File: src/logic/stxe_pkg.sv
// package: operation codes, widths and reset values of the execution unit
`default_nettype none
package stxe_pkg;
  localparam int DATA_W = 8;
  localparam int PROG_W = 16;
  localparam int PADDR_W = 12;
  localparam int TPH_W = PADDR_W - DATA_W;
  localparam logic [7:0] RST_BYTE = 8'h00;
  localparam logic [PADDR_W-1:0] RST_PADDR = 12'h000;
  localparam logic [TPH_W-1:0] LAST_PAGE = 4'hf;
  localparam logic [7:0] ZERO_BYTE = 8'h00;
  // operation selectors presented by the instruction decode front end
  typedef enum logic [3:0] {
    STXE_OP_NONE   = 4'h0,
    STXE_OP_NSWAP  = 4'h1,
    STXE_OP_SKZ    = 4'h2,
    STXE_OP_CPSKZ  = 4'h3,
    STXE_OP_SKBZ   = 4'h4,
    STXE_OP_TRDS   = 4'h5,
    STXE_OP_TRDC   = 4'h6,
    STXE_OP_TRDL   = 4'h7,
    STXE_OP_XORA   = 4'h8,
    STXE_OP_XMEM   = 4'h9,
    STXE_OP_XORI   = 4'ha
  } stxe_op_t;
  // one instruction handed to the unit
  typedef struct packed {
    logic                     valid;
    stxe_op_t                 op;
    logic [2:0]               bitSel;
    logic [DATA_W-1:0]        operand;
    logic [DATA_W-1:0]        immediate;
    logic [TPH_W-1:0]         pcPage;
  } stxe_instr_t;
  // execution states, one-hot
  typedef enum logic [2:0] {
    STXE_EXEC  = 3'b001,
    STXE_TABLE = 3'b010,
    STXE_DUMMY = 3'b100
  } stxe_state_t;
endpackage
`default_nettype wire

File: src/logic/stxe_exec.sv
// execution unit for swap, skip, table read and xor instructions
//
// Behaviour
// - swap-to-wreg loads operand nibbles exchanged; flags untouched
// - skip-if-zero skips next instruction when operand byte is zero
// - a taken skip inserts one dummy cycle, making skips two cycles
// - copy-and-skip copies operand to wreg, skips when it is zero
// - bit-test skip skips next instruction when selected bit is zero
// - specific-page read addresses program memory by high:low pointers
// - current-page read uses low pointer inside the executing page
// - last-page read uses low pointer inside the last page, no flags
// - register xor writes wreg xor operand to wreg, updates zero flag
// - memory xor writes wreg xor operand back to memory, zero flag
// - immediate xor writes wreg xor immediate to wreg, zero flag
`default_nettype none
module stxe_exec (
  input  wire logic                            clk,
  input  wire logic                            arst_n,
  input  wire stxe_pkg::stxe_instr_t           instr,
  input  wire logic [stxe_pkg::DATA_W-1:0]     tablePointerLow,
  input  wire logic [stxe_pkg::TPH_W-1:0]      tablePointerHigh,
  input  wire logic [stxe_pkg::PROG_W-1:0]     progData,
  output var  logic [stxe_pkg::PADDR_W-1:0]    progAddr,
  output var  logic                            progRead,
  output var  logic [stxe_pkg::DATA_W-1:0]     memWrData,
  output var  logic                            memWrite,
  output var  logic [stxe_pkg::DATA_W-1:0]     workingRegister,
  output var  logic [stxe_pkg::DATA_W-1:0]     tableHighLatch,
  output var  logic                            zeroFlag,
  output var  logic                            zeroWrite,
  output var  logic                            skipDummy,
  output var  logic                            busy
);

  // complete state of the unit
  typedef struct packed {
    stxe_pkg::stxe_state_t            st;
    logic [stxe_pkg::PADDR_W-1:0]     progAddr;
    logic                             progRead;
    logic [stxe_pkg::DATA_W-1:0]      memWrData;
    logic                             memWrite;
    logic [stxe_pkg::DATA_W-1:0]      wreg;
    logic [stxe_pkg::DATA_W-1:0]      tableHigh;
    logic                             zero;
    logic                             zeroWrite;
    logic                             skipDummy;
    logic                             busy;
  } stxe_regs_t;

  stxe_regs_t r;
  stxe_regs_t next_r;

  // true when a byte is all zero; shared by the zero-byte skips and the zero flag
  function automatic logic isZero(input logic [stxe_pkg::DATA_W-1:0] v);
    isZero = (v == stxe_pkg::ZERO_BYTE);
  endfunction

  // starts a dummy cycle after a taken skip
  function automatic stxe_regs_t takeSkip(input stxe_regs_t s);
    stxe_regs_t t;
    t = s;
    t.st = stxe_pkg::STXE_DUMMY;
    t.skipDummy = 1'b1;
    t.busy = 1'b1;
    takeSkip = t;
  endfunction

  logic [stxe_pkg::DATA_W-1:0] xorMem;
  logic [stxe_pkg::DATA_W-1:0] xorImm;

  // next state: decode one instruction, run table reads and dummy cycles
  always_comb begin
    xorMem = r.wreg ^ instr.operand;
    xorImm = r.wreg ^ instr.immediate;
    next_r = r;
    next_r.memWrite = 1'b0;
    next_r.zeroWrite = 1'b0;
    next_r.progRead = 1'b0;
    next_r.skipDummy = 1'b0;
    next_r.busy = 1'b0;
    case (r.st)
      stxe_pkg::STXE_EXEC: begin
        if (instr.valid) begin
          case (instr.op)
            stxe_pkg::STXE_OP_NSWAP: begin
              next_r.wreg = {instr.operand[3:0],
                             instr.operand[7:4]};
            end
            stxe_pkg::STXE_OP_SKZ: begin
              if (isZero(instr.operand)) begin
                next_r = takeSkip(next_r);
              end
            end
            stxe_pkg::STXE_OP_CPSKZ: begin
              next_r.wreg = instr.operand;
              if (isZero(instr.operand)) begin
                next_r = takeSkip(next_r);
              end
            end
            stxe_pkg::STXE_OP_SKBZ: begin
              if (!instr.operand[instr.bitSel]) begin
                next_r = takeSkip(next_r);
              end
            end
            stxe_pkg::STXE_OP_TRDS: begin
              next_r.progAddr = {tablePointerHigh,
                                 tablePointerLow};
              next_r.progRead = 1'b1;
              next_r.busy = 1'b1;
              next_r.st = stxe_pkg::STXE_TABLE;
            end
            stxe_pkg::STXE_OP_TRDC: begin
              next_r.progAddr = {instr.pcPage,
                                 tablePointerLow};
              next_r.progRead = 1'b1;
              next_r.busy = 1'b1;
              next_r.st = stxe_pkg::STXE_TABLE;
            end
            stxe_pkg::STXE_OP_TRDL: begin
              next_r.progAddr = {stxe_pkg::LAST_PAGE,
                                 tablePointerLow};
              next_r.progRead = 1'b1;
              next_r.busy = 1'b1;
              next_r.st = stxe_pkg::STXE_TABLE;
            end
            stxe_pkg::STXE_OP_XORA: begin
              next_r.wreg = xorMem;
              next_r.zero = isZero(xorMem);
              next_r.zeroWrite = 1'b1;
            end
            stxe_pkg::STXE_OP_XMEM: begin
              next_r.memWrData = xorMem;
              next_r.memWrite = 1'b1;
              next_r.zero = isZero(xorMem);
              next_r.zeroWrite = 1'b1;
            end
            stxe_pkg::STXE_OP_XORI: begin
              next_r.wreg = xorImm;
              next_r.zero = isZero(xorImm);
              next_r.zeroWrite = 1'b1;
            end
            default: begin
              next_r.st = stxe_pkg::STXE_EXEC;
            end
          endcase
        end
      end
      stxe_pkg::STXE_TABLE: begin
        // program word returns: low byte to memory, high byte to latch
        next_r.memWrData = progData[7:0];
        next_r.memWrite = 1'b1;
        next_r.tableHigh = progData[15:8];
        next_r.st = stxe_pkg::STXE_EXEC;
      end
      stxe_pkg::STXE_DUMMY: begin
        next_r.st = stxe_pkg::STXE_EXEC;
      end
      default: begin
        next_r.st = stxe_pkg::STXE_EXEC;
      end
    endcase
  end

  // state register
  always_ff @(posedge clk or negedge arst_n) begin
    if (!arst_n) begin
      r.st <= stxe_pkg::STXE_EXEC;
      r.progAddr <= stxe_pkg::RST_PADDR;
      r.progRead <= 1'b0;
      r.memWrData <= stxe_pkg::RST_BYTE;
      r.memWrite <= 1'b0;
      r.wreg <= stxe_pkg::RST_BYTE;
      r.tableHigh <= stxe_pkg::RST_BYTE;
      r.zero <= 1'b0;
      r.zeroWrite <= 1'b0;
      r.skipDummy <= 1'b0;
      r.busy <= 1'b0;
    end else begin
      r <= next_r;
    end
  end

  // outputs straight from the state register
  always_comb begin
    progAddr = r.progAddr;
    progRead = r.progRead;
    memWrData = r.memWrData;
    memWrite = r.memWrite;
    workingRegister = r.wreg;
    tableHighLatch = r.tableHigh;
    zeroFlag = r.zero;
    zeroWrite = r.zeroWrite;
    skipDummy = r.skipDummy;
    busy = r.busy;
  end

  // instruction accepted in the execute state
  logic taken;
  assign taken = instr.valid && (r.st == stxe_pkg::STXE_EXEC);
endmodule
`default_nettype wire

File: config.mk
export PLATFORM = sky130hd
export DESIGN_NAME = stxe_exec
export DESIGN_NICKNAME = d
export VERILOG_FILES = /design/src/logic/stxe_pkg.sv /design/src/logic/stxe_exec.sv
export SDC_FILE = /design/constraint.sdc
export NUM_CORES = 1
export LEC_CHECK = 0
export ABC_CLOCK_PERIOD_IN_PS = 2400
export BUFFER_PORTS_ARGS = -buffer_cell sky130_fd_sc_hd__buf_4
export CAP_MARGIN = 20
export CORE_UTILIZATION = 50
export CTS_CLUSTER_DIAMETER = 50
export CTS_CLUSTER_SIZE = 14
export DETAILED_ROUTE_END_ITERATION = 10
export PLACE_DENSITY = 0.82
export SLEW_MARGIN = 0
export SYNTH_ARGS = -nofsm -noshare
export SYNTH_HDL_FRONTEND = slang
export SYNTH_SLANG_ARGS = --single-unit
File: constraint.sdc
create_clock -name clk -period 2.4 [get_ports clk]
set_clock_uncertainty 0.05 [all_clocks]
set_input_delay 0.24 -clock clk [delete_from_list [all_inputs] [get_ports clk]]
set_output_delay 0.24 -clock clk [all_outputs]
set_load 0.01 [all_outputs]
==> impl_metrics.prom, run 1 <==
# TYPE chip_impl_metric gauge
chip_impl_metric{name="die_h",unit="µm"} 76.1
chip_impl_metric{name="ctsLongestPathBuffers",unit=""} 2
chip_impl_metric{name="syn-cell-area",unit="µm²"} 2750
chip_impl_metric{name="setup-violations-final",unit=""} 0
chip_impl_metric{name="synth_top_cell_area_share",unit="%"} 40.1
chip_impl_info{name="worst_hold_path_class",value="input pin to register"} 1
chip_impl_metric{name="power.leakage",unit="nW"} 1.70
chip_impl_metric{name="ctsResizeCount",unit=""} 0
chip_impl_metric{name="cts_htree_levels",unit=""} 2
chip_impl_metric{name="required_arrival_time_at_the_worst_endpoint",unit="ns"} 2.57
chip_impl_metric{name="share_of_cells_above_drive_strength_1",unit="%"} 37.8
chip_impl_metric{name="syn2layout_area_growth",unit="%"} 21.6
chip_impl_info{name="cts_tree",value="yes"} 1
chip_impl_metric{name="worst-r2r-setup-slack",unit="ns"} 0.45
chip_impl_metric{name="power_density_over_the_cells",unit="nW/µm²"} 685
chip_impl_metric{name="die_width",unit="µm"} 76.1
chip_impl_info{name="setup_repair_after_global_routing_missed_its_margin",value="no"} 1
chip_impl_metric{name="yosysSeqAreaShare",unit="%"} 41.0
chip_impl_info{name="holdPathEnd",value="progAddr[5]$_DFFE_PN0P_"} 1
chip_impl_metric{name="core_area",unit="µm²"} 5200
chip_impl_metric{name="synth-async-reset-ratio",unit="%"} 100
chip_impl_metric{name="place_congestion",unit=""} 0.905
chip_impl_metric{name="worst_slack",unit="ns"} 0.450
chip_impl_info{name="critical_path.endpoint_type",value="register"} 1
chip_impl_metric{name="postSynthRegisterBits",unit=""} 45
chip_impl_metric{name="synthesis.yosys.warnings",unit=""} 0
chip_impl_metric{name="gr-total-overflow",unit=""} 0
chip_impl_metric{name="detail_route.iter0.violations",unit=""} 129
chip_impl_metric{name="final_net_count",unit=""} 396
chip_impl_metric{name="io_buffers",unit=""} 99
chip_impl_metric{name="routed-via-count",unit=""} 2245
chip_impl_info{name="min-delay-start",value="tablePointerLow[5]"} 1
chip_impl_metric{name="drv.max_cap_violation_count",unit=""} 0
chip_impl_info{name="endpoint_of_the_most_critical_register_to_register_path",value="progAddr[6]$_DFFE_PN0P_"} 1
chip_impl_metric{name="insertedDiodeCount",unit=""} 0
chip_impl_metric{name="synth.lib_cells_used.distinct",unit=""} 46
chip_impl_metric{name="finalHoldViolations",unit=""} 0
chip_impl_info{name="synth_common_cells",value="dfrtp_1, buf_4, nand2_1"} 1
chip_impl_info{name="yosys.cell_count.top_type",value="dfrtp_1"} 1
chip_impl_metric{name="crit_arrival",unit="ns"} 2.12
chip_impl_metric{name="netlist_instances",unit=""} 277
chip_impl_metric{name="syn-mean-instance-area",unit="µm²"} 9.92
chip_impl_info{name="yosys.area.top_type",value="dfrtp_1"} 1
chip_impl_metric{name="initial_utilization",unit="%"} 52.8
chip_impl_metric{name="path_clk_slew",unit="ns"} 0.09
chip_impl_metric{name="hold_crit_depth",unit=""} 3
chip_impl_metric{name="syn-num-nets",unit=""} 335
chip_impl_metric{name="cts_inserted_buffers",unit=""} 5
chip_impl_metric{name="max-slew-margin-rel",unit="%"} 62.3
chip_impl_metric{name="number_of_placement_rows",unit=""} 26
chip_impl_metric{name="grt_max_degree",unit=""} 46
chip_impl_metric{name="wire_length_of_the_first_global_routing_pass",unit="µm"} 10400
chip_impl_metric{name="timing_worst_slew_pin_value",unit="ns"} 0.566
chip_impl_metric{name="period_needed",unit="ns"} 1.95
chip_impl_metric{name="clock.fmax",unit="MHz"} 513
chip_impl_info{name="cp-start-kind",value="register"} 1
chip_impl_metric{name="num_io_pins",unit=""} 100
chip_impl_info{name="root_buffer_cell",value="clkbuf_8"} 1
chip_impl_metric{name="detail_route.wl_per_cell",unit="µm"} 15.5
chip_impl_metric{name="period_share",unit="%"} 81.3
chip_impl_metric{name="worst-path-max-fanout",unit=""} 18
chip_impl_metric{name="ir_worst_vdd",unit="V"} 0.000341
chip_impl_metric{name="initial_antenna_violation_count",unit=""} 0
chip_impl_info{name="setup.worst_path.class",value="register to register"} 1
chip_impl_metric{name="drt-pass1-iter-count",unit=""} 4
chip_impl_metric{name="dieArea",unit="µm²"} 5800
chip_impl_metric{name="ff2ff_path_depth",unit=""} 6
chip_impl_metric{name="worst_skew_pair.late_latency",unit="ns"} 0.29
chip_impl_metric{name="post_cts.repair.setup_buffers",unit=""} 0
chip_impl_info{name="ys.flop_type",value="dfrtp_1"} 1
chip_impl_metric{name="dpl_worst_slack",unit="ns"} 0.447
chip_impl_metric{name="first_global_vias",unit=""} 2123
chip_impl_metric{name="synth_enable_flop_cells",unit=""} 0
chip_impl_metric{name="fin_tns_setup",unit="ns"} 0
chip_impl_metric{name="finalWirelength",unit="µm"} 6340
chip_impl_metric{name="groute.usage.overall",unit="%"} 22.6
chip_impl_metric{name="postLayoutCellArea",unit="µm²"} 3340
chip_impl_metric{name="final_antenna_net_count",unit=""} 0
chip_impl_metric{name="post_dp_cell_area",unit="µm²"} 3250
chip_impl_info{name="r2r-start",value="r[42]$_DFFE_PN1P_"} 1
chip_impl_metric{name="timing_max_transition_violations_final",unit=""} 0
chip_impl_metric{name="drc_errors",unit=""} 0
chip_impl_info{name="synth_top_cells_by_area",value="dfrtp_1, buf_4, xor2_1"} 1
chip_impl_metric{name="placedCellCount",unit=""} 400
chip_impl_metric{name="detailed_place_hpwl",unit="µm"} 4740
chip_impl_metric{name="clkSinkCount",unit=""} 45
chip_impl_metric{name="post_layout_nonfiller_instances",unit=""} 409
chip_impl_metric{name="via_per_inst",unit=""} 5.49
chip_impl_info{name="result_of_the_run",value="complete, no violations"} 1
==> flip-flops by register name, summed over array words and instances, names as in the netlist <==
name / count
memWrData: 8
busy: 1
progAddr: 12
workingRegister: 8
zeroWrite: 1
r: 3
progRead: 1
skipDummy: 1
tableHighLatch: 8
memWrite: 1
zeroFlag: 1
==> metal layers <==
metal / GRT usage [%] / vias to the layer above / wire [µm]
li1: - / 1055 / -
met5: 0 / - / 0
met3: 4.55 / 6 / 506
met4: 5.77 / 0 / 40
met1: 29.6 / 1075 / 2600
met2: 38.3 / 109 / 3190
==> power by group <==
| part | switching [mW] | internal, mW |
|---|---|---|
| sequential | 0.131 | 0.911 |
| combinational | 0.371 | 0.427 |
| clock | 0.244 | 0.206 |
| total | 0.745 | 1.54 |
==> stage by stage <==
step | total power, mW | utilization, % | hold slack [ns]
final | 2.29 | 64.2 | 0.0927
after detailed placement | 1.85 | 62.4 | 0.224
after global placement | 1.82 | 62.4 | 0.215
after floorplan | 1.63 | - | -0.106
after CTS | 2.31 | 64.2 | 0.0838
after global routing | 2.43 | 64.2 | 0.0850
==> what timing repair did <==
item                       4_1_cts  5_1_grt
setup endpoints to repair        0        0
hold buffers                     1        0
hold endpoints to repair        44        0
==> kinds of logic (layout without fill, tap and decap cells) <==
kind of cell    count (synthesis)  count (layout)  synth area share, %
compound gates                 65              65                 16.9
mux                            15              15                 6.74
flops                          45              45                 41.0
buf+inv                        61             123                 14.7
xor+xnor                       17              17                 5.42
simple gates                   74              74                 15.3
==> worst max-delay path, stage by stage, from the launching register on <==
cell       delay (ns)
dfstp_2          0.55
nand4bb_1        0.10
buf_4            0.18
or3_1            0.62
clkinv_1         0.25
nand2_1          0.08
nand2_1          0.06
==> cell type report <==
type	instances	area, µm²
Tap cell	70	87.6
Multi-Input combinational cell	171	1220
Clock inverter	1	7.51
Inverter	11	41.3
Sequential cell	45	1130
Fill cell	473	1860
Clock buffer	7	76.3
Timing Repair Buffer	104	783
==> cells in the final DEF (no fill, tap or decap), types with 2 or more instances in the layout <==
| cell | count |
|---|---|
| a22o_1 | 8 |
| xor2_1 | 16 |
| a21o_2 | 3 |
| clkbuf_8 | 5 |
| mux2_2 | 8 |
| nand4_1 | 2 |
| nor3_1 | 5 |
| nand4bb_1 | 2 |
| dfrtp_1 | 44 |
| mux4_2 | 2 |
| a31oi_1 | 8 |
| clkbuf_1 | 2 |
| inv_1 | 10 |
| a211oi_1 | 6 |
| or3_1 | 2 |
| mux2i_1 | 5 |
| o31a_1 | 4 |
| a21o_1 | 9 |
| buf_4 | 103 |
| a32oi_1 | 4 |
| nor2_1 | 5 |
| o21ai_0 | 12 |
| nor2b_1 | 10 |
| nand3_1 | 5 |
| a2bb2oi_1 | 4 |
| a21oi_1 | 6 |
| nor4_1 | 4 |
| nand2_1 | 28 |
==> how the worst max path moves through the flow <==
stage / startpoint / cells after the start / endpoint
after CTS: r[42]$_DFFE_PN1P_ / 6 / progAddr[6]$_DFFE_PN0P_
after global routing: r[42]$_DFFE_PN1P_ / 6 / progAddr[2]$_DFFE_PN0P_
final: r[42]$_DFFE_PN1P_ / 6 / progAddr[6]$_DFFE_PN0P_
after detailed placement: r[42]$_DFFE_PN1P_ / 6 / progAddr[0]$_DFFE_PN0P_
after floorplan: r[42]$_DFFE_PN1P_ / 6 / progAddr[11]$_DFFE_PN0P_
after global placement: r[42]$_DFFE_PN1P_ / 6 / progAddr[0]$_DFFE_PN0P_
(Power assumes the default switching activity.)
==> inputs of run 2 (changes only) <==
--- a/config.mk
+++ b/config.mk
@@ -5,14 +5,14 @@
 export SDC_FILE = /design/constraint.sdc
 export NUM_CORES = 1
 export LEC_CHECK = 0
-export ABC_CLOCK_PERIOD_IN_PS = 2400
+export ABC_CLOCK_PERIOD_IN_PS = 1680
 export BUFFER_PORTS_ARGS = -buffer_cell sky130_fd_sc_hd__buf_4
 export CAP_MARGIN = 20
-export CORE_UTILIZATION = 50
+export CORE_UTILIZATION = 45
 export CTS_CLUSTER_DIAMETER = 50
 export CTS_CLUSTER_SIZE = 14
 export DETAILED_ROUTE_END_ITERATION = 10
-export PLACE_DENSITY = 0.82
+export PLACE_DENSITY = 0.78
 export SLEW_MARGIN = 0
 export SYNTH_ARGS = -nofsm -noshare
 export SYNTH_HDL_FRONTEND = slang
==> constraint.sdc (replaced) <==
create_clock -name clk -period 1.68 [get_ports clk]
set_clock_uncertainty 0.05 [all_clocks]
set_input_delay 0.168 -clock clk [delete_from_list [all_inputs] [get_ports clk]]
set_output_delay 0.168 -clock clk [all_outputs]
set_load 0.01 [all_outputs]
==> run 2 against run 1 <==
  * Critical path depth decreased by 1
  * Global-route usage shrank 2.5 points
  * Count of clock-buffer cells in the layout fell by 1
  * First-iteration DRC count decreased by 19%
  * Cell count grew 6.1%
  * Largest cell class unchanged
==> impl_metrics.prom, run 2 (synthesis gave the netlist of run 1 again) <==
# TYPE chip_impl_metric gauge
chip_impl_info{name="result_of_the_run",value="complete, no violations"} 1
chip_impl_metric{name="syn2layout_area_growth",unit="%"} 30.2
chip_impl_metric{name="share_of_cells_above_drive_strength_1",unit="%"} 43.2
chip_impl_metric{name="clkSinkCount",unit=""} 45
chip_impl_info{name="critical_path.endpoint_type",value="register"} 1
chip_impl_metric{name="netSwitchingFraction",unit="%"} 31.0
chip_impl_info{name="root_buffer_cell",value="clkbuf_8"} 1
chip_impl_metric{name="io_buffers",unit=""} 99
chip_impl_metric{name="first_global_vias",unit=""} 2067
chip_impl_metric{name="place_congestion",unit=""} 0.957
chip_impl_metric{name="cts_htree_levels",unit=""} 2
chip_impl_metric{name="grt.met2_usage",unit="%"} 32.7
chip_impl_metric{name="via_per_inst",unit=""} 5.39
chip_impl_metric{name="timing_max_transition_violations_final",unit=""} 0
chip_impl_metric{name="crit_arrival",unit="ns"} 1.78
chip_impl_metric{name="ctsLongestPathBuffers",unit=""} 2
chip_impl_metric{name="post_cts.repair.setup_buffers",unit=""} 0
chip_impl_metric{name="ir_worst_vdd",unit="V"} 0.000438
chip_impl_metric{name="fin_tns_setup",unit="ns"} 0
chip_impl_metric{name="drt-pass1-iter-count",unit=""} 4
chip_impl_metric{name="final_net_count",unit=""} 416
chip_impl_metric{name="max-slew-margin-rel",unit="%"} 62.1
chip_impl_info{name="setup.worst_path.class",value="register to register"} 1
chip_impl_metric{name="clockPowerShare",unit="%"} 24.2
chip_impl_metric{name="int_power",unit="mW"} 2.43
chip_impl_info{name="busiest_layer",value="met2"} 1
chip_impl_metric{name="groute.usage.overall",unit="%"} 20.1
chip_impl_metric{name="fill_cells",unit=""} 525
chip_impl_metric{name="die_h",unit="µm"} 80.2
chip_impl_metric{name="detail_route.iter0.violations",unit=""} 105
chip_impl_info{name="cp-start-kind",value="register"} 1
chip_impl_metric{name="path_clk_slew",unit="ns"} 0.08
chip_impl_metric{name="insertedDiodeCount",unit=""} 0
chip_impl_metric{name="worst_skew_pair.late_latency",unit="ns"} 0.30
chip_impl_metric{name="drc_errors",unit=""} 0
chip_impl_metric{name="gr-total-overflow",unit=""} 0
chip_impl_metric{name="largest_register_ffs",unit=""} 12
chip_impl_metric{name="power.switching",unit="mW"} 1.09
chip_impl_metric{name="detailed_place_hpwl",unit="µm"} 4840
chip_impl_metric{name="num_io_pins",unit=""} 100
chip_impl_metric{name="initial_antenna_violation_count",unit=""} 0
chip_impl_info{name="cts_tree",value="yes"} 1
chip_impl_info{name="layout.cells.most_common",value="buf_4"} 1
chip_impl_metric{name="dpl_worst_slack",unit="ns"} -0.0638
chip_impl_info{name="final_cell_mix",value="buf_4, dfrtp_1, nand2_1, xor2_1"} 1
chip_impl_metric{name="final_antenna_net_count",unit=""} 0
chip_impl_metric{name="initial_utilization",unit="%"} 46.4
chip_impl_metric{name="finalHoldViolations",unit=""} 0
chip_impl_metric{name="report.power.total",unit="mW"} 3.52
chip_impl_metric{name="worst_slack",unit="ns"} 0.0406
chip_impl_metric{name="setup-violations-final",unit=""} 0
chip_impl_metric{name="drv.max_cap_violation_count",unit=""} 0
chip_impl_metric{name="period_needed",unit="ns"} 1.64
chip_impl_metric{name="detail_route.wl_per_cell",unit="µm"} 15.2
chip_impl_metric{name="required_arrival_time_at_the_worst_endpoint",unit="ns"} 1.82
chip_impl_metric{name="globalRouteMet3Util",unit="%"} 4.55
chip_impl_metric{name="timing_worst_slew_pin_value",unit="ns"} 0.568
chip_impl_info{name="most_flop_heavy_register",value="progAddr"} 1
chip_impl_metric{name="number_of_placement_rows",unit=""} 28
chip_impl_metric{name="part_of_the_total_power_dissipated_in_sequential_elements",unit="%"} 42.1
chip_impl_metric{name="cts_inserted_buffers",unit=""} 5
chip_impl_metric{name="die_width",unit="µm"} 80.2
chip_impl_metric{name="grt_max_degree",unit=""} 46
chip_impl_info{name="setup_repair_after_global_routing_missed_its_margin",value="yes"} 1
chip_impl_metric{name="combinationalPowerShare",unit="%"} 33.7
chip_impl_metric{name="period_share",unit="%"} 97.6
chip_impl_info{name="worst_hold_path_class",value="input pin to register"} 1
chip_impl_metric{name="wire_length_of_the_first_global_routing_pass",unit="µm"} 9940
chip_impl_metric{name="power.leakage",unit="nW"} 1.82
chip_impl_metric{name="power_density_over_the_cells",unit="nW/µm²"} 985
chip_impl_metric{name="worst-path-max-fanout",unit=""} 8
chip_impl_metric{name="clock.fmax",unit="MHz"} 610
chip_impl_metric{name="routed-via-count",unit=""} 2339
chip_impl_metric{name="core_area",unit="µm²"} 5920
chip_impl_metric{name="finalWirelength",unit="µm"} 6580
chip_impl_metric{name="grt_use_met1",unit="%"} 25.9
chip_impl_metric{name="dieArea",unit="µm²"} 6420
-- run 2: worst max-delay path, cell delays in order, from the launching register on --
cell,delay [ns]
dfstp_2,0.54
nand4bb_1,0.13
buf_6,0.16
or3_4,0.43
o21ai_1,0.13
o21ai_1,0.08
-- run 2: final cells by class --
cell class | instances | area [µm²] | share of cell area [%]
timing repair inverter | 1 | 5.00 | 0.140
multi-input combinational | 172 | 1250 | 35.0
tap | 75 | 93.8 | 2.62
clock buffer | 6 | 82.6 | 2.31
sequential | 45 | 1130 | 31.5
inverter | 11 | 45.0 | 1.26
clock inverter | 2 | 37.5 | 1.05
timing repair buffer | 122 | 936 | 26.1
-- run 2: stage by stage --
step / util (%) / instances / instance area (µm²) / hold slack (ns)
after global placement: 57.4 / 422 / 3400 / 0.152
final: 60.5 / 434 / 3580 / 0.0102
after CTS: 59.8 / 431 / 3540 / 0.00314
after global routing: 60.5 / 434 / 3580 / 0.00436
after detailed placement: 57.4 / 422 / 3400 / 0.159
after floorplan: - / 277 / 2750 / -0.178
-- run 2: path summary, 6_finish.rpt --
check | from | endpoint | slack [ns] | cells after the start
max in group asynchronous | arst_n | zeroWrite$_DFF_PN0_ | 0.84 | 2
min reg2reg | progAddr[5]$_DFFE_PN0P_ | progAddr[5]$_DFFE_PN0P_ | 0.43 | 2
max reg2reg | r[42]$_DFFE_PN1P_ | workingRegister[0]$_DFFE_PN0P_ | 0.04 | 5
min in group asynchronous | arst_n | workingRegister[5]$_DFFE_PN0P_ | 0.36 | 2
min | tablePointerLow[1] | progAddr[1]$_DFFE_PN0P_ | 0.01 | 3
max | r[42]$_DFFE_PN1P_ | workingRegister[0]$_DFFE_PN0P_ | 0.04 | 5
-- run 2: power by group through the flow --
stage          registers [mW]  clock network, mW  logic [mW]
3_5_place_dp             1.50                  0        1.17
3_3_place_gp             1.49                  0        1.14
6_report                 1.48              0.853        1.19
5_1_grt                  1.52              0.917        1.29
2_1_floorplan            1.46                  0       0.872
4_1_cts                  1.48              0.879        1.17
-- run 2: what timing repair did --
item	in CTS	in global routing
endpoints found under the hold margin	44	0
pin swaps	0	17
gates cloned	0	3
hold buffers	1	0
endpoints found under the setup margin	8	14
resized for setup	4	12
-- run 2: layer usage --
layer / up-vias / part of all wire [%]
li1: 1107 / -
met1: 1117 / 43
met2: 107 / 48
met3: 8 / 8.2
met4: 0 / 0.99
met5: - / 0
==> inputs of run 3 (changes only) <==
--- a/config.mk
+++ b/config.mk
@@ -8,6 +8,7 @@
 export ABC_CLOCK_PERIOD_IN_PS = 1680
 export BUFFER_PORTS_ARGS = -buffer_cell sky130_fd_sc_hd__buf_4
 export CAP_MARGIN = 20
+export CORE_ASPECT_RATIO = 1.75
 export CORE_UTILIZATION = 45
 export CTS_CLUSTER_DIAMETER = 50
 export CTS_CLUSTER_SIZE = 14
==> run 3 against run 2 <==
  * Sequential power about the same
  * Non-clock buffer count up 1
  * Combinational power about the same
  * Clock power down 18%
  * Via count down 0.86%
==> impl_metrics.prom, run 3 (synthesis gave the netlist of run 1 again) <==
# TYPE chip_impl_metric gauge
chip_impl_info{name="result_of_the_run",value="complete, no violations"} 1
chip_impl_metric{name="setup-violations-final",unit=""} 0
chip_impl_metric{name="initial_antenna_violation_count",unit=""} 0
chip_impl_metric{name="groute.usage.overall",unit="%"} 21.6
chip_impl_info{name="worst_hold_path_class",value="input pin to register"} 1
chip_impl_metric{name="power_density_over_the_cells",unit="nW/µm²"} 941
chip_impl_metric{name="initial_utilization",unit="%"} 46.8
chip_impl_metric{name="path_clk_slew",unit="ns"} 0.09
chip_impl_metric{name="via_per_inst",unit=""} 5.29
chip_impl_metric{name="cp_slowest_stage_delay",unit="ns"} 0.54
chip_impl_metric{name="cts_inserted_buffers",unit=""} 5
chip_impl_metric{name="clock.fmax",unit="MHz"} 598
chip_impl_metric{name="detail_route.wl_per_cell",unit="µm"} 14.8
chip_impl_info{name="setup_repair_after_global_routing_missed_its_margin",value="yes"} 1
chip_impl_metric{name="core_area",unit="µm²"} 5880
chip_impl_info{name="setup.worst_path.class",value="register to register"} 1
chip_impl_metric{name="finish.utilization",unit="%"} 60.9
chip_impl_metric{name="grt_max_degree",unit=""} 46
chip_impl_metric{name="finalWirelength",unit="µm"} 6480
chip_impl_metric{name="share_of_cells_above_drive_strength_1",unit="%"} 44.2
chip_impl_info{name="cts_tree",value="yes"} 1
chip_impl_metric{name="report.power.total",unit="mW"} 3.37
chip_impl_metric{name="cts_htree_levels",unit=""} 2
chip_impl_info{name="cp-start-kind",value="register"} 1
chip_impl_metric{name="layout.area.seq",unit="µm²"} 1130
chip_impl_metric{name="drc_errors",unit=""} 0
chip_impl_metric{name="gr-total-overflow",unit=""} 0
chip_impl_info{name="crit_path_frequent_cell",value="buf_6"} 1
chip_impl_metric{name="dieArea",unit="µm²"} 6440
chip_impl_metric{name="wire_length_of_the_first_global_routing_pass",unit="µm"} 10600
chip_impl_metric{name="insertedDiodeCount",unit=""} 0
chip_impl_metric{name="largest_register_ffs",unit=""} 12
chip_impl_metric{name="detailed_place_hpwl",unit="µm"} 5010
chip_impl_metric{name="max-slew-margin-rel",unit="%"} 61.8
chip_impl_info{name="layout.cells.most_common",value="buf_4"} 1
chip_impl_metric{name="timing_worst_slew_pin_value",unit="ns"} 0.573
chip_impl_metric{name="routed-via-count",unit=""} 2319
chip_impl_info{name="most_flop_heavy_register",value="progAddr"} 1
chip_impl_metric{name="postLayoutCellArea",unit="µm²"} 3580
chip_impl_info{name="critical-path-slowest-cell",value="dfstp_2"} 1
chip_impl_metric{name="worst-path-max-fanout",unit=""} 6
chip_impl_metric{name="drt-pass1-iter-count",unit=""} 4
chip_impl_metric{name="clkSinkCount",unit=""} 45
chip_impl_metric{name="fill_cells",unit=""} 524
chip_impl_metric{name="worst_skew_pair.late_latency",unit="ns"} 0.30
chip_impl_metric{name="period_needed",unit="ns"} 1.67
chip_impl_metric{name="multi_input_area",unit="µm²"} 1260
chip_impl_metric{name="timing_max_transition_violations_final",unit=""} 0
chip_impl_metric{name="period_share",unit="%"} 99.6
chip_impl_metric{name="die_h",unit="µm"} 105
chip_impl_metric{name="final_net_count",unit=""} 417
chip_impl_metric{name="num_io_pins",unit=""} 100
chip_impl_metric{name="drv.max_cap_violation_count",unit=""} 0
chip_impl_metric{name="ir_worst_vdd",unit="V"} 0.000379
chip_impl_metric{name="worst_slack",unit="ns"} 0.00683
chip_impl_info{name="final_cell_mix",value="buf_4, dfrtp_1, nand2_1, xor2_1"} 1
chip_impl_metric{name="place_congestion",unit=""} 0.889
chip_impl_metric{name="ctsLongestPathBuffers",unit=""} 2
chip_impl_metric{name="finalHoldViolations",unit=""} 0
chip_impl_metric{name="required_arrival_time_at_the_worst_endpoint",unit="ns"} 1.82
chip_impl_metric{name="first_global_vias",unit=""} 2352
chip_impl_metric{name="crit_arrival",unit="ns"} 1.81
chip_impl_info{name="root_buffer_cell",value="clkbuf_8"} 1
chip_impl_metric{name="fin_tns_setup",unit="ns"} 0
chip_impl_info{name="critical_path.endpoint_type",value="register"} 1
chip_impl_metric{name="die_width",unit="µm"} 61.1
chip_impl_metric{name="final_antenna_net_count",unit=""} 0
chip_impl_metric{name="io_buffers",unit=""} 99
chip_impl_info{name="timing.critical_path.cells",value="nand4bb_1, buf_6, nor4b_4, buf_6, nor2_2, a21o_1"} 1
chip_impl_metric{name="power.leakage",unit="nW"} 1.81
chip_impl_metric{name="detail_route.iter0.violations",unit=""} 76
chip_impl_metric{name="number_of_placement_rows",unit=""} 37
chip_impl_metric{name="dpl_worst_slack",unit="ns"} -0.0562
chip_impl_metric{name="post_dp_cell_area",unit="µm²"} 3400
chip_impl_metric{name="syn2layout_area_growth",unit="%"} 30.4
## run 3: power by group
group	internal, mW	switching, mW
logic	0.653	0.533
registers	1.30	0.187
clock network	0.301	0.398
total	2.25	1.12
## run 3: timing repair
| item | in CTS | in global routing |
|---|---|---|
| hold endpoints to repair | 45 | 0 |
| cloned | 1 | 2 |
| pin swaps | 2 | 1 |
| setup endpoints to repair | 12 | 24 |
| hold buffers | 2 | 0 |
| gates resized for setup | 3 | 17 |
| buffers inserted | 1 | 0 |
## run 3: final cells by class
class / instances / area share, %
inverter: 11 / 1.26
clock inverter: 3 / 0.698
sequential: 45 / 31.5
multi-input combinational: 172 / 35.3
timing repair inverter: 1 / 0.140
clock buffer: 5 / 1.92
tap: 78 / 2.72
timing repair buffer: 123 / 26.5
## run 3: final timing paths
kind                                         start                             end  slack, ns  depth (start not counted)
setup / recovery                 r[42]$_DFFE_PN1P_        memWrData[1]$_DFFE_PN0P_      0.007                          6
hold reg to reg            progAddr[1]$_DFFE_PN0P_         progAddr[1]$_DFFE_PN0P_       0.43                          2
hold / removal                  tablePointerLow[1]         progAddr[1]$_DFFE_PN0P_      0.007                          3
setup reg to reg                 r[42]$_DFFE_PN1P_        memWrData[1]$_DFFE_PN0P_      0.007                          6
max in group asynchronous                   arst_n               r[42]$_DFFE_PN1P_       0.83                          2
min in group asynchronous                   arst_n  workingRegister[7]$_DFFE_PN0P_       0.34                          2
## run 3: stage by stage
| stage | hold WS [ns] | cells |
|---|---|---|
| after floorplan | -0.178 | 277 |
| after global placement | 0.158 | 424 |
| after detailed placement | 0.155 | 424 |
| after CTS | 0.00642 | 436 |
| after global routing | 0.00799 | 438 |
| final | 0.00727 | 438 |
## run 3: per-layer routing
| metal | up-vias | GRT usage, % | wire (µm) | share of wire (%) |
|---|---|---|---|---|
| met5 | - | 0 | 0 | 0 |
| met4 | 0 | 10.4 | 255 | 3.9 |
| met3 | 20 | 3.07 | 259 | 4.0 |
| met2 | 78 | 39.3 | 3590 | 55 |
| met1 | 1115 | 22.8 | 2380 | 37 |
| li1 | 1106 | - | - | - |
## run 3: critical path: cells and delay by family, from the launching register on
family	cells	cell delay, ns
simple gates	3	0.46
flops	1	0.54
buf+inv	2	0.34
compound gates	1	0.17
